$ cat src/include/intc_map.vh
// Constants for the interrupt flag routing unit
`ifndef INTC_MAP_VH
`define INTC_MAP_VH

// ********************************************************
// Source count and storage width
// ********************************************************
`define IFR_NSRC        41
`define IFR_NBYTE       6
`define IFR_NBIT        48
`define IFR_NPIN        12

// ********************************************************
// Write kinds on the software port
// ********************************************************
`define IFR_K_REQ       3'h0
`define IFR_K_MASK      3'h1
`define IFR_K_PRLO      3'h2
`define IFR_K_PRHI      3'h3
`define IFR_K_RISE      3'h4
`define IFR_K_FALL      3'h5

// ********************************************************
// Reset values
// ********************************************************
`define IFR_REQ_RST     48'h0000_0000_0000
`define IFR_MASK_RST    48'hffff_ffff_ffff
`define IFR_PRIO_RST    48'hffff_ffff_ffff
`define IFR_EDGE_RST    16'h0000

// ********************************************************
// Flag positions of shared and pin sources
// ********************************************************
`define IFR_BIT_CH0_TX  13
`define IFR_BIT_CH0_RX  14
`define IFR_BIT_CH1_TX  16
`define IFR_BIT_CH2_TX  28
`define IFR_PIN_LO_BASE 2
`define IFR_PIN_HI_BASE 35
`define IFR_PIN_LO_CNT  6

`endif

$ cat src/rtl/interrupt_flag_routing.v
// Interrupt request, mask, priority and edge-enable flag unit
`timescale 1ns/100ps
`include "intc_map.vh"

module interrupt_flag_routing #(
  parameter NSRC = `IFR_NSRC,
  parameter NPIN = `IFR_NPIN
) (
  // Clock and reset
  input  wire                  core_clk_i,
  input  wire                  rst_i,
  // Peripheral events, one pulse per flag position
  input  wire [NSRC-1:0]       periph_evt_i,
  input  wire                  clocked_serial_unit_00_done_i,
  input  wire                  clocked_serial_unit_01_done_i,
  input  wire                  clocked_serial_unit_10_done_i,
  input  wire                  two_wire_unit_10_done_i,
  input  wire                  clocked_serial_unit_20_done_i,
  input  wire                  two_wire_unit_20_done_i,
  // External interrupt pins
  input  wire [NPIN-1:0]       ext_pin_i,
  // Software register port
  input  wire                  sw_wr_i,
  input  wire [2:0]            sw_kind_i,
  input  wire [2:0]            sw_sel_i,
  input  wire [7:0]            sw_data_i,
  output reg  [7:0]            sw_rdata_o,
  // Processor status word gate
  input  wire                  psw_ie_i,
  // Processor side
  input  wire                  irq_ack_i,
  output reg                   irq_req_o,
  output reg  [5:0]            irq_idx_o,
  output reg  [1:0]            irq_level_o
);

  // ********************************************************
  // Storage
  // ********************************************************
  reg  [`IFR_NBIT-1:0] req_ff;
  reg  [`IFR_NBIT-1:0] mask_ff;
  reg  [`IFR_NBIT-1:0] prlo_ff;
  reg  [`IFR_NBIT-1:0] prhi_ff;
  reg  [15:0]          rise_ff;
  reg  [15:0]          fall_ff;
  reg  [NPIN-1:0]      pin_ff;
  reg  [`IFR_NBIT-1:0] nxt_req;
  reg  [`IFR_NBIT-1:0] nxt_mask;
  reg  [`IFR_NBIT-1:0] nxt_prlo;
  reg  [`IFR_NBIT-1:0] nxt_prhi;
  reg  [`IFR_NBIT-1:0] hw_set;
  reg  [`IFR_NBIT-1:0] ack_clr;
  reg  [7:0]           nxt_rdata;

  wire [NPIN-1:0]      pin_edge;
  wire [`IFR_NBIT-1:0] byte_sel;
  wire [`IFR_NBIT-1:0] wr_data;
  wire                 sel_ok;
  wire                 win_valid;
  wire [5:0]           win_idx;
  wire [1:0]           win_level;
  integer              p;

  // Byte lane mask for one of the six 8-bit flag registers
  function [`IFR_NBIT-1:0] lane;
    input [2:0] sel;
    begin
      lane = {{(`IFR_NBIT-8){1'b0}}, 8'hff} << {sel, 3'h0};
    end
  endfunction

  assign sel_ok   = (sw_sel_i < `IFR_NBYTE);
  assign byte_sel = sel_ok ? lane(sw_sel_i) : {`IFR_NBIT{1'b0}};
  assign wr_data  = {`IFR_NBYTE{sw_data_i}};

  // ********************************************************
  // Pin edge detection
  // ********************************************************
  genvar g;
  generate
    for (g = 0; g < NPIN; g = g + 1) begin : g_pin
      assign pin_edge[g] = (ext_pin_i[g] & ~pin_ff[g] & rise_ff[g]) |
                           (~ext_pin_i[g] & pin_ff[g] & fall_ff[g]);
    end
  endgenerate

  // ********************************************************
  // Hardware set sources
  // ********************************************************
  always @* begin
    hw_set = {`IFR_NBIT{1'b0}};
    hw_set[NSRC-1:0] = periph_evt_i;
    hw_set[`IFR_BIT_CH0_TX] = periph_evt_i[`IFR_BIT_CH0_TX] |
                              clocked_serial_unit_00_done_i;
    hw_set[`IFR_BIT_CH0_RX] = periph_evt_i[`IFR_BIT_CH0_RX] |
                              clocked_serial_unit_01_done_i;
    hw_set[`IFR_BIT_CH1_TX] = periph_evt_i[`IFR_BIT_CH1_TX] |
                              clocked_serial_unit_10_done_i |
                              two_wire_unit_10_done_i;
    hw_set[`IFR_BIT_CH2_TX] = periph_evt_i[`IFR_BIT_CH2_TX] |
                              clocked_serial_unit_20_done_i |
                              two_wire_unit_20_done_i;
    // Pin flags follow only the edge detector, not the event vector
    for (p = 0; p < NPIN; p = p + 1) begin
      if (p < `IFR_PIN_LO_CNT) begin
        hw_set[`IFR_PIN_LO_BASE + p] = pin_edge[p];
      end else begin
        hw_set[`IFR_PIN_HI_BASE + p - `IFR_PIN_LO_CNT] = pin_edge[p];
      end
    end
  end

  // ********************************************************
  // Next-state of flag banks
  // ********************************************************
  always @* begin
    ack_clr = {`IFR_NBIT{1'b0}};
    if (irq_ack_i && irq_req_o) begin
      ack_clr[irq_idx_o] = 1'b1;
    end
    nxt_req  = req_ff & ~ack_clr;
    nxt_mask = mask_ff;
    nxt_prlo = prlo_ff;
    nxt_prhi = prhi_ff;
    if (sw_wr_i) begin
      case (sw_kind_i)
        `IFR_K_REQ:  nxt_req  = (nxt_req & ~byte_sel) | (wr_data & byte_sel);
        `IFR_K_MASK: nxt_mask = (mask_ff & ~byte_sel) | (wr_data & byte_sel);
        `IFR_K_PRLO: nxt_prlo = (prlo_ff & ~byte_sel) | (wr_data & byte_sel);
        `IFR_K_PRHI: nxt_prhi = (prhi_ff & ~byte_sel) | (wr_data & byte_sel);
        default: begin
        end
      endcase
    end
    // A source event in the clearing cycle still lands
    nxt_req = nxt_req | hw_set;
    // Bits above the last source read back as zero
    nxt_req[`IFR_NBIT-1:NSRC] = {(`IFR_NBIT-NSRC){1'b0}};
  end

  // Read back the selected register
  always @* begin
    nxt_rdata = 8'h00;
    if (sel_ok) begin
      case (sw_kind_i)
        `IFR_K_REQ:  nxt_rdata = req_ff[{sw_sel_i, 3'h0} +: 8];
        `IFR_K_MASK: nxt_rdata = mask_ff[{sw_sel_i, 3'h0} +: 8];
        `IFR_K_PRLO: nxt_rdata = prlo_ff[{sw_sel_i, 3'h0} +: 8];
        `IFR_K_PRHI: nxt_rdata = prhi_ff[{sw_sel_i, 3'h0} +: 8];
        `IFR_K_RISE: nxt_rdata = (sw_sel_i == 3'h0) ? rise_ff[7:0] :
                                 (sw_sel_i == 3'h1) ? rise_ff[15:8] : 8'h00;
        `IFR_K_FALL: nxt_rdata = (sw_sel_i == 3'h0) ? fall_ff[7:0] :
                                 (sw_sel_i == 3'h1) ? fall_ff[15:8] : 8'h00;
        default:     nxt_rdata = 8'h00;
      endcase
    end
  end

  // ********************************************************
  // Arbitration
  // ********************************************************
  prio_select #(
    .NSRC    (NSRC)
  ) u_prio_select (
    .pend_i  (req_ff[NSRC-1:0] & ~mask_ff[NSRC-1:0]),
    .prlo_i  (prlo_ff[NSRC-1:0]),
    .prhi_i  (prhi_ff[NSRC-1:0]),
    .valid_o (win_valid),
    .idx_o   (win_idx),
    .level_o (win_level)
  );

  // ********************************************************
  // Registers
  // ********************************************************
  always @(posedge core_clk_i) begin
    if (rst_i) begin
      req_ff      <= `IFR_REQ_RST;
      mask_ff     <= `IFR_MASK_RST;
      prlo_ff     <= `IFR_PRIO_RST;
      prhi_ff     <= `IFR_PRIO_RST;
      rise_ff     <= `IFR_EDGE_RST;
      fall_ff     <= `IFR_EDGE_RST;
      pin_ff      <= {NPIN{1'b0}};
      sw_rdata_o  <= 8'h00;
      irq_req_o   <= 1'b0;
      irq_idx_o   <= 6'h00;
      irq_level_o <= 2'h3;
    end else begin
      req_ff     <= nxt_req;
      mask_ff    <= nxt_mask;
      prlo_ff    <= nxt_prlo;
      prhi_ff    <= nxt_prhi;
      pin_ff     <= ext_pin_i;
      sw_rdata_o <= nxt_rdata;
      if (sw_wr_i && (sw_kind_i == `IFR_K_RISE) && (sw_sel_i[2:1] == 2'h0)) begin
        rise_ff[{sw_sel_i[0], 3'h0} +: 8] <= sw_data_i;
      end
      if (sw_wr_i && (sw_kind_i == `IFR_K_FALL) && (sw_sel_i[2:1] == 2'h0)) begin
        fall_ff[{sw_sel_i[0], 3'h0} +: 8] <= sw_data_i;
      end
      // Held off during the acknowledge cycle so the same flag is not offered twice
      irq_req_o   <= win_valid & psw_ie_i & ~(irq_ack_i & irq_req_o);
      irq_idx_o   <= win_idx;
      irq_level_o <= win_level;
    end
  end

endmodule // interrupt_flag_routing

$ cat src/rtl/prio_select.v
// Priority selector: two-bit level first, then fixed default rank
`timescale 1ns/100ps
`include "intc_map.vh"

module prio_select #(
  parameter NSRC = `IFR_NSRC
) (
  // Candidates
  input  wire [NSRC-1:0]   pend_i,
  input  wire [NSRC-1:0]   prlo_i,
  input  wire [NSRC-1:0]   prhi_i,
  // Winner
  output reg               valid_o,
  output reg  [5:0]        idx_o,
  output reg  [1:0]        level_o
);

  integer i;

  // Walk from lowest rank up so that on equal level the lower index wins
  always @* begin
    valid_o = 1'b0;
    idx_o   = 6'h00;
    level_o = 2'h3;
    for (i = NSRC - 1; i >= 0; i = i - 1) begin
      if (pend_i[i] && ({prhi_i[i], prlo_i[i]} <= level_o)) begin
        valid_o = 1'b1;
        idx_o   = i[5:0];
        level_o = {prhi_i[i], prlo_i[i]};
      end
    end
  end

endmodule // prio_select

$ cat config.mk
export PLATFORM = sky130hd
export DESIGN_NAME = interrupt_flag_routing
export DESIGN_NICKNAME = d
export VERILOG_FILES = /design/src/rtl/interrupt_flag_routing.v /design/src/rtl/prio_select.v
export VERILOG_INCLUDE_DIRS = /design/src /design/src/include
export SDC_FILE = /design/constraint.sdc
export NUM_CORES = 1
export LEC_CHECK = 0
export BUFFER_PORTS_ARGS = -buffer_cell sky130_fd_sc_hd__buf_2
export CAP_MARGIN = 20
export CORE_MARGIN = 2
export CORE_UTILIZATION = 67
export CTS_CLUSTER_SIZE = 14
export DETAILED_ROUTE_END_ITERATION = 10
export GPL_TIMING_DRIVEN = 0
export PLACE_DENSITY = 0.87
export RECOVER_POWER = 50
export REMOVE_ABC_BUFFERS = 1
export SYNTH_ARGS = -nofsm -noshare
export SYNTH_HDL_FRONTEND = slang
export SYNTH_HIERARCHICAL = 1
export SYNTH_SLANG_ARGS = --single-unit
export TNS_END_PERCENT = 10
$ cat constraint.sdc
create_clock -name core_clk_i -period 117.2 [get_ports core_clk_i]
set_input_delay 23.44 -clock core_clk_i [delete_from_list [all_inputs] [get_ports core_clk_i]]
set_output_delay 23.44 -clock core_clk_i [all_outputs]
set_load 0.03 [all_outputs]
==> reports/qor.csv, run 1 <==
metric,value,unit
status,finished with violations,
violations,"capacitance limit, slew limit",
cp_data_required_time,117.43,ns
wl,53800,um
multiInputGateArea,9528,um2
cts_tree,built,
finalSetupViolations,0,
finalHoldViolations,0,
syn-cell-area,15320,um2
synthDominantCellAreaShare,0.3214,
fill_cells,1721,
powerDensity,12.06,nW/um2
synth_top_cells_by_area,"dfxtp_1, nand2_1, mux2_2",
synth_edf_count,0,
yosysWarnings,6,
die_h,155.2,um
total_power,0.0002001,W
setup_tns,0,ns
yosysTopAreaCell,dfxtp_1,
synth.avg_cell_area,7.985,um2
finalNonFillerCells,2223,
gp_congestion,1.033,
syn_to_final_growth,8.247,%
cts.sinks,246,
drtPass1Iterations,7,
slew-limit-headroom,-3.013,
die_x,155.2,um
worstMarginPinSlew,6.020,ns
start_kind,register,
yosysSeqAreaShare,0.3214,
path_class,register to register,
cts-hold-fix-buffers,0,
critical-path-max-stage-delay,0.88,ns
synth-main-ff-cell,dfxtp_1,
cp.arrival,55.87,ns
nets,2039,
post-cts-setup-buffers,0,
wire_per_inst,24.20,um
dpl.cell_count,2173,
seq_area,4925,um2
p_leak,7.062,nW
grt_pass1_vias,14420,
std_cell_rows,55,
grt_overflow,0,
cts_resized,0,
period_minus_slack,55.64,ns
die_area,24100,um2
io_buffers,82,
drc,0,
finalMaxSlewViolations,223,
cts-buffers-inserted,27,
rsz0062_at_grt,no,
io_pins,95,
cp-end-kind,register,
insertion_delay,0.56,ns
start_util,0.6789,
grt_pass1_wl,81220,um
max_cap_violations,3,
synthArstFlopShare,0,
core-area,22570,um2
antennaDiodeCount,0,
antenna_found_initial,0,
synth_most_common_cell,nand2_1,
synth_cell_types,99,
dp_hpwl,36990,um
vias,15730,
period_share,0.4747,
slowest_stage,o311ai_1,
skew,0.01305,ns
drt_first_iter_violations,2267,
ctsHtreeMaxLevel,1,
syn_inst,1919,
crit_top_cell,nor2_1,
cts-root-buf,clkbuf_16,
final_antenna_net_count,0,
timing.fmax,17.97,MHz
grt_start_max_net_pins,126,
vdd_ir_drop_max,0.00001373,V
clock_path_buffers,3,
synth_seq_cells,246,
hold_class,register to register,
grt_util_all_layers,0.4326,
drive_gt1_frac,0.1269,
netlist_top_cells_count,"nand2_1, dfxtp_1, a21oi_1",
critPathMaxFanout,8,
vias_per_cell,7.078,
clk_pin_slew,0.06,ns
metal layers:
layer,share of wire,up-vias,track usage,wire (um)
met3,0.13,248,0.09025,6730
met2,0.43,1169,0.6550,22900
met1,0.38,7336,0.5780,20400
met5,0,-,0,0
met4,0.070,0,0.2407,3769
li1,-,6981,-,-
power by group:
group | internal (W) | total [W] | switching, W
Sequential | 0.0000852 | 0.0000867 | 0.00000146
Combinational | 0.00000568 | 0.0000189 | 0.0000132
Clock | 0.0000564 | 0.0000945 | 0.0000381
per-stage QoR:
stage | utilization | hold WS [ns] | instance area [um2] | setup WS, ns
floorplan | - | 0.4362 | 14760 | 70.50
global placement | 0.6878 | 0.4555 | 15520 | 64.58
detailed placement | 0.6936 | 0.4685 | 15660 | 63.53
CTS | 0.7375 | 0.4771 | 16650 | 63.29
global route | 0.7349 | 0.4987 | 16590 | 58.31
finish | 0.7349 | 0.4841 | 16590 | 61.56
critical path, delay by kind of cell (launching register included):
family                     cells  cell delay, ns
muxes                         13            4.77
AOI/OAI and AO/OA             86           20.28
buffers and inverters          5            0.45
adders and majority gates     49           13.78
and+or+nand+nor               95           15.63
DFF                            1            0.39
cells in the final DEF, fill, tap and decap left out, types with 37 or more instances in the layout:
master,count
nand2_1,267
dfxtp_1,246
a21oi_1,156
nor2_1,117
nand3_1,103
o211ai_1,93
nor2b_1,91
inv_1,78
mux2_2,75
buf_2,63
o21ai_0,61
nand2b_1,43
ha_1,43
mux2i_1,38
a211o_1,37
cell type report:
class	count	share of cell area
multi-input combinational	1473	0.5744
sequential	246	0.2969
clock buffer	31	0.04405
timing repair buffer	89	0.02912
tap	285	0.02150
inverter	81	0.01841
clock inverter	18	0.01561
final timing paths:
kind	startpoint	end	slack (ns)	cells past startpoint
setup / recovery	req_ff[40]	irq_req_o	61.56	248
hold / removal	rise_ff[3]	rise_ff[3]	0.48	2
setup reg to reg	req_ff[40]	irq_req_o	61.56	248
hold reg to reg	rise_ff[3]	rise_ff[3]	0.48	2
kinds of logic (layout without fill, tap and decap cells):
| kind of cell | count (synthesis) | after routing | share of synthesized area |
|---|---|---|---|
| simple gates | 770 | 770 | 0.2570 |
| fa+ha+maj | 52 | 52 | 0.04099 |
| flops | 246 | 246 | 0.3214 |
| compound gates | 536 | 536 | 0.2410 |
| mux | 115 | 115 | 0.08288 |
| buf+inv | 200 | 219 | 0.05675 |
(Power assumes the default switching activity.)
==> run 2: changes to the inputs <==
CORE_UTILIZATION = 56   (was 67)
PLACE_DENSITY = 0.77   (was 0.87)
clock period = 45.8 ns   (was 117.2 ns; I/O delays follow)
==> run 2 against run 1 <==
  * The flow still finishes with violations (capacitance limit, slew limit)
  * First-iteration DRC count up 3.4%
  * Register-to-register slack worse by 61 ns
  * Power rose to 2.6 times the previous value
  * Via count up 5.4%
  * Wire length up 13%
  * Clock power rose to 2.6 times the previous value
  * Highest routed layer unchanged
==> reports/qor.csv, run 2 (synthesis results as in run 1) <==
metric,value,unit,change
status,finished with violations,,
violations,"capacitance limit, slew limit",,
cp.arrival,46.09,ns,-9.78 ns
start_kind,register,,
final_common_cell,nand2_1,,
drt_first_iter_violations,2345,,+3.4%
slew-limit-headroom,-0.4872,,+2.526
finalHoldViolations,0,,unchanged
seqPwrFrac,0.424,,-0.009
drc,0,,unchanged
cp_data_required_time,46.26,ns,-71.17 ns
gp_congestion,0.9820,,-4.9%
final_antenna_net_count,0,,unchanged
p_switching,0.0001400,W,+170%
switching_share,0.2676,,+0.003677
io_pins,95,,unchanged
hold_path_startpoint,rise_ff[2],,
period_minus_slack,45.63,ns,-10.01 ns
hold_class,register to register,,
p_leak,7.977,nW,+13%
crit_family,compound AO/OA/AOI/OAI gates,,
setup_tns,0,ns,unchanged
syn_to_final_growth,24.03,%,
finalNonFillerCells,2415,,+8.6%
vias,16580,,+5.4%
skew,0.04525,ns,+0.03220 ns
die_x,169.4,um,+9.1%
layout_common_cells,"nand2_1, dfxtp_1, a21oi_1",,
crit_start,req_ff[40],,
nets,2173,,+6.6%
cts_tree,built,,
critical-path-max-stage-delay,0.54,ns,-0.34 ns
antennaDiodeCount,0,,unchanged
dpl.cell_count,2229,,+2.6%
vdd_ir_drop_max,0.00002690,V,+96%
grt_overflow,0,,unchanged
clk_pin_slew,0.07,ns,about the same
drtPass1Iterations,6,,-1
critPathMaxFanout,5,,-3
reg2reg_from,req_ff[40],,
cp-end-kind,register,,
fin_area,19010,um2,+15%
wl,60610,um,+13%
timing.critical_path.buf_inv,5,,unchanged
powerDensity,27.52,nW/um2,+130%
path_class,register to register,,
dp_hpwl,37810,um,+2.2%
drive_gt1_frac,0.2657,,+0.1387
io_buffers,82,,unchanged
cts-root-buf,clkbuf_16,,
grt_start_max_net_pins,112,,-11%
slowest_stage,or4_4,,
seq_area,4927,um2,about the same
finalSetupViolations,0,,unchanged
power_frac_comb,0.102,,+0.008
postPlaceCellArea,15740,um2,+0.50%
max_cap_violations,5,,+2
die_area,28700,um2,+19%
wire_per_inst,25.10,um,+3.7%
timing.fmax,21.92,MHz,+22%
std_cell_rows,60,,+9.1%
cts-buffers-inserted,28,,+3.7%
die_h,169.4,um,+9.1%
period_share,0.9963,,+0.5216
crit_top_cell,ha_4,,
vias_per_cell,6.864,,-3.0%
start_util,0.5702,,-0.1087
total_power,0.0005231,W,+160%
grt_pass1_vias,15010,,+4.0%
grt_pass1_wl,86040,um,+5.9%
worstMarginPinSlew,2.231,ns,-3.789 ns
multiInputGateArea,10800,um2,+13%
insertion_delay,0.59,ns,+0.03 ns
p_clk_frac,0.474,,+0.002
fin_util,0.7072,,-0.02770
clock_path_buffers,3,,unchanged
fill_cells,2017,,+17%
antenna_found_initial,0,,unchanged
finalMaxSlewViolations,121,,-46%
grt_util_all_layers,0.3870,,-0.04560
core-area,26880,um2,+19%
ctsHtreeMaxLevel,1,,unchanged
rrSetupSlack,0.17,ns,-61.39 ns
p_int,0.0003831,W,+160%
cts.sinks,246,,unchanged
## run 2: layer usage
layer / part of all wire / vias to the layer above / track usage
met5: 0 / - / 0
met4: 0.073 / 0 / 0.2140
met3: 0.10 / 307 / 0.06297
met2: 0.44 / 1147 / 0.6043
met1: 0.39 / 7854 / 0.5118
li1: - / 7268 / -
## run 2: final cells by class
type | instances | area share
clock inverter | 18 | 0.01350
sequential | 246 | 0.2593
clock buffer | 34 | 0.04016
multi-input combinational | 1473 | 0.5681
timing repair buffer | 222 | 0.08025
inverter | 81 | 0.01626
tap | 341 | 0.02245
## run 2: power by group through the flow
stage	logic [W]	registers (W)	clock network [W]
CTS	0.0000487	0.000221	0.000247
global route	0.0000552	0.000222	0.000255
global placement	0.0000446	0.000226	0
floorplan	0.0000218	0.000226	0
detailed placement	0.0000465	0.000226	0
finish	0.0000534	0.000222	0.000248
## run 2: worst paths after layout
| check | endpoint | cells past startpoint |
|---|---|---|
| max | irq_req_o | 254 |
| min | rise_ff[2] | 2 |
| max reg2reg | irq_req_o | 254 |
| min reg2reg | rise_ff[2] | 2 |
## run 2: worst min-delay path: stages, from the launching register on
cell and delay [ns]:
dfxtp_1 0.32, nand2_1 0.06, a21oi_1 0.05
## run 2: repair_timing
| action | in CTS | in global routing |
|---|---|---|
| hold buffers | 0 | 0 |
| endpoints found under the setup margin | 9 | 9 |
| setup buffers | 77 | 56 |
| gates resized for setup | 136 | 143 |
| pin swaps | 66 | 158 |
| hold endpoints to repair | 0 | 0 |
## run 2: per-stage QoR
step	hold slack, ns	worst slack [ns]
2_1_floorplan	0.4362	-0.8995
3_3_place_gp	0.4559	-6.972
3_5_place_dp	0.4650	-8.051
4_1_cts	0.4738	0.01290
5_1_grt	0.4906	-1.071
6_report	0.4735	0.1696
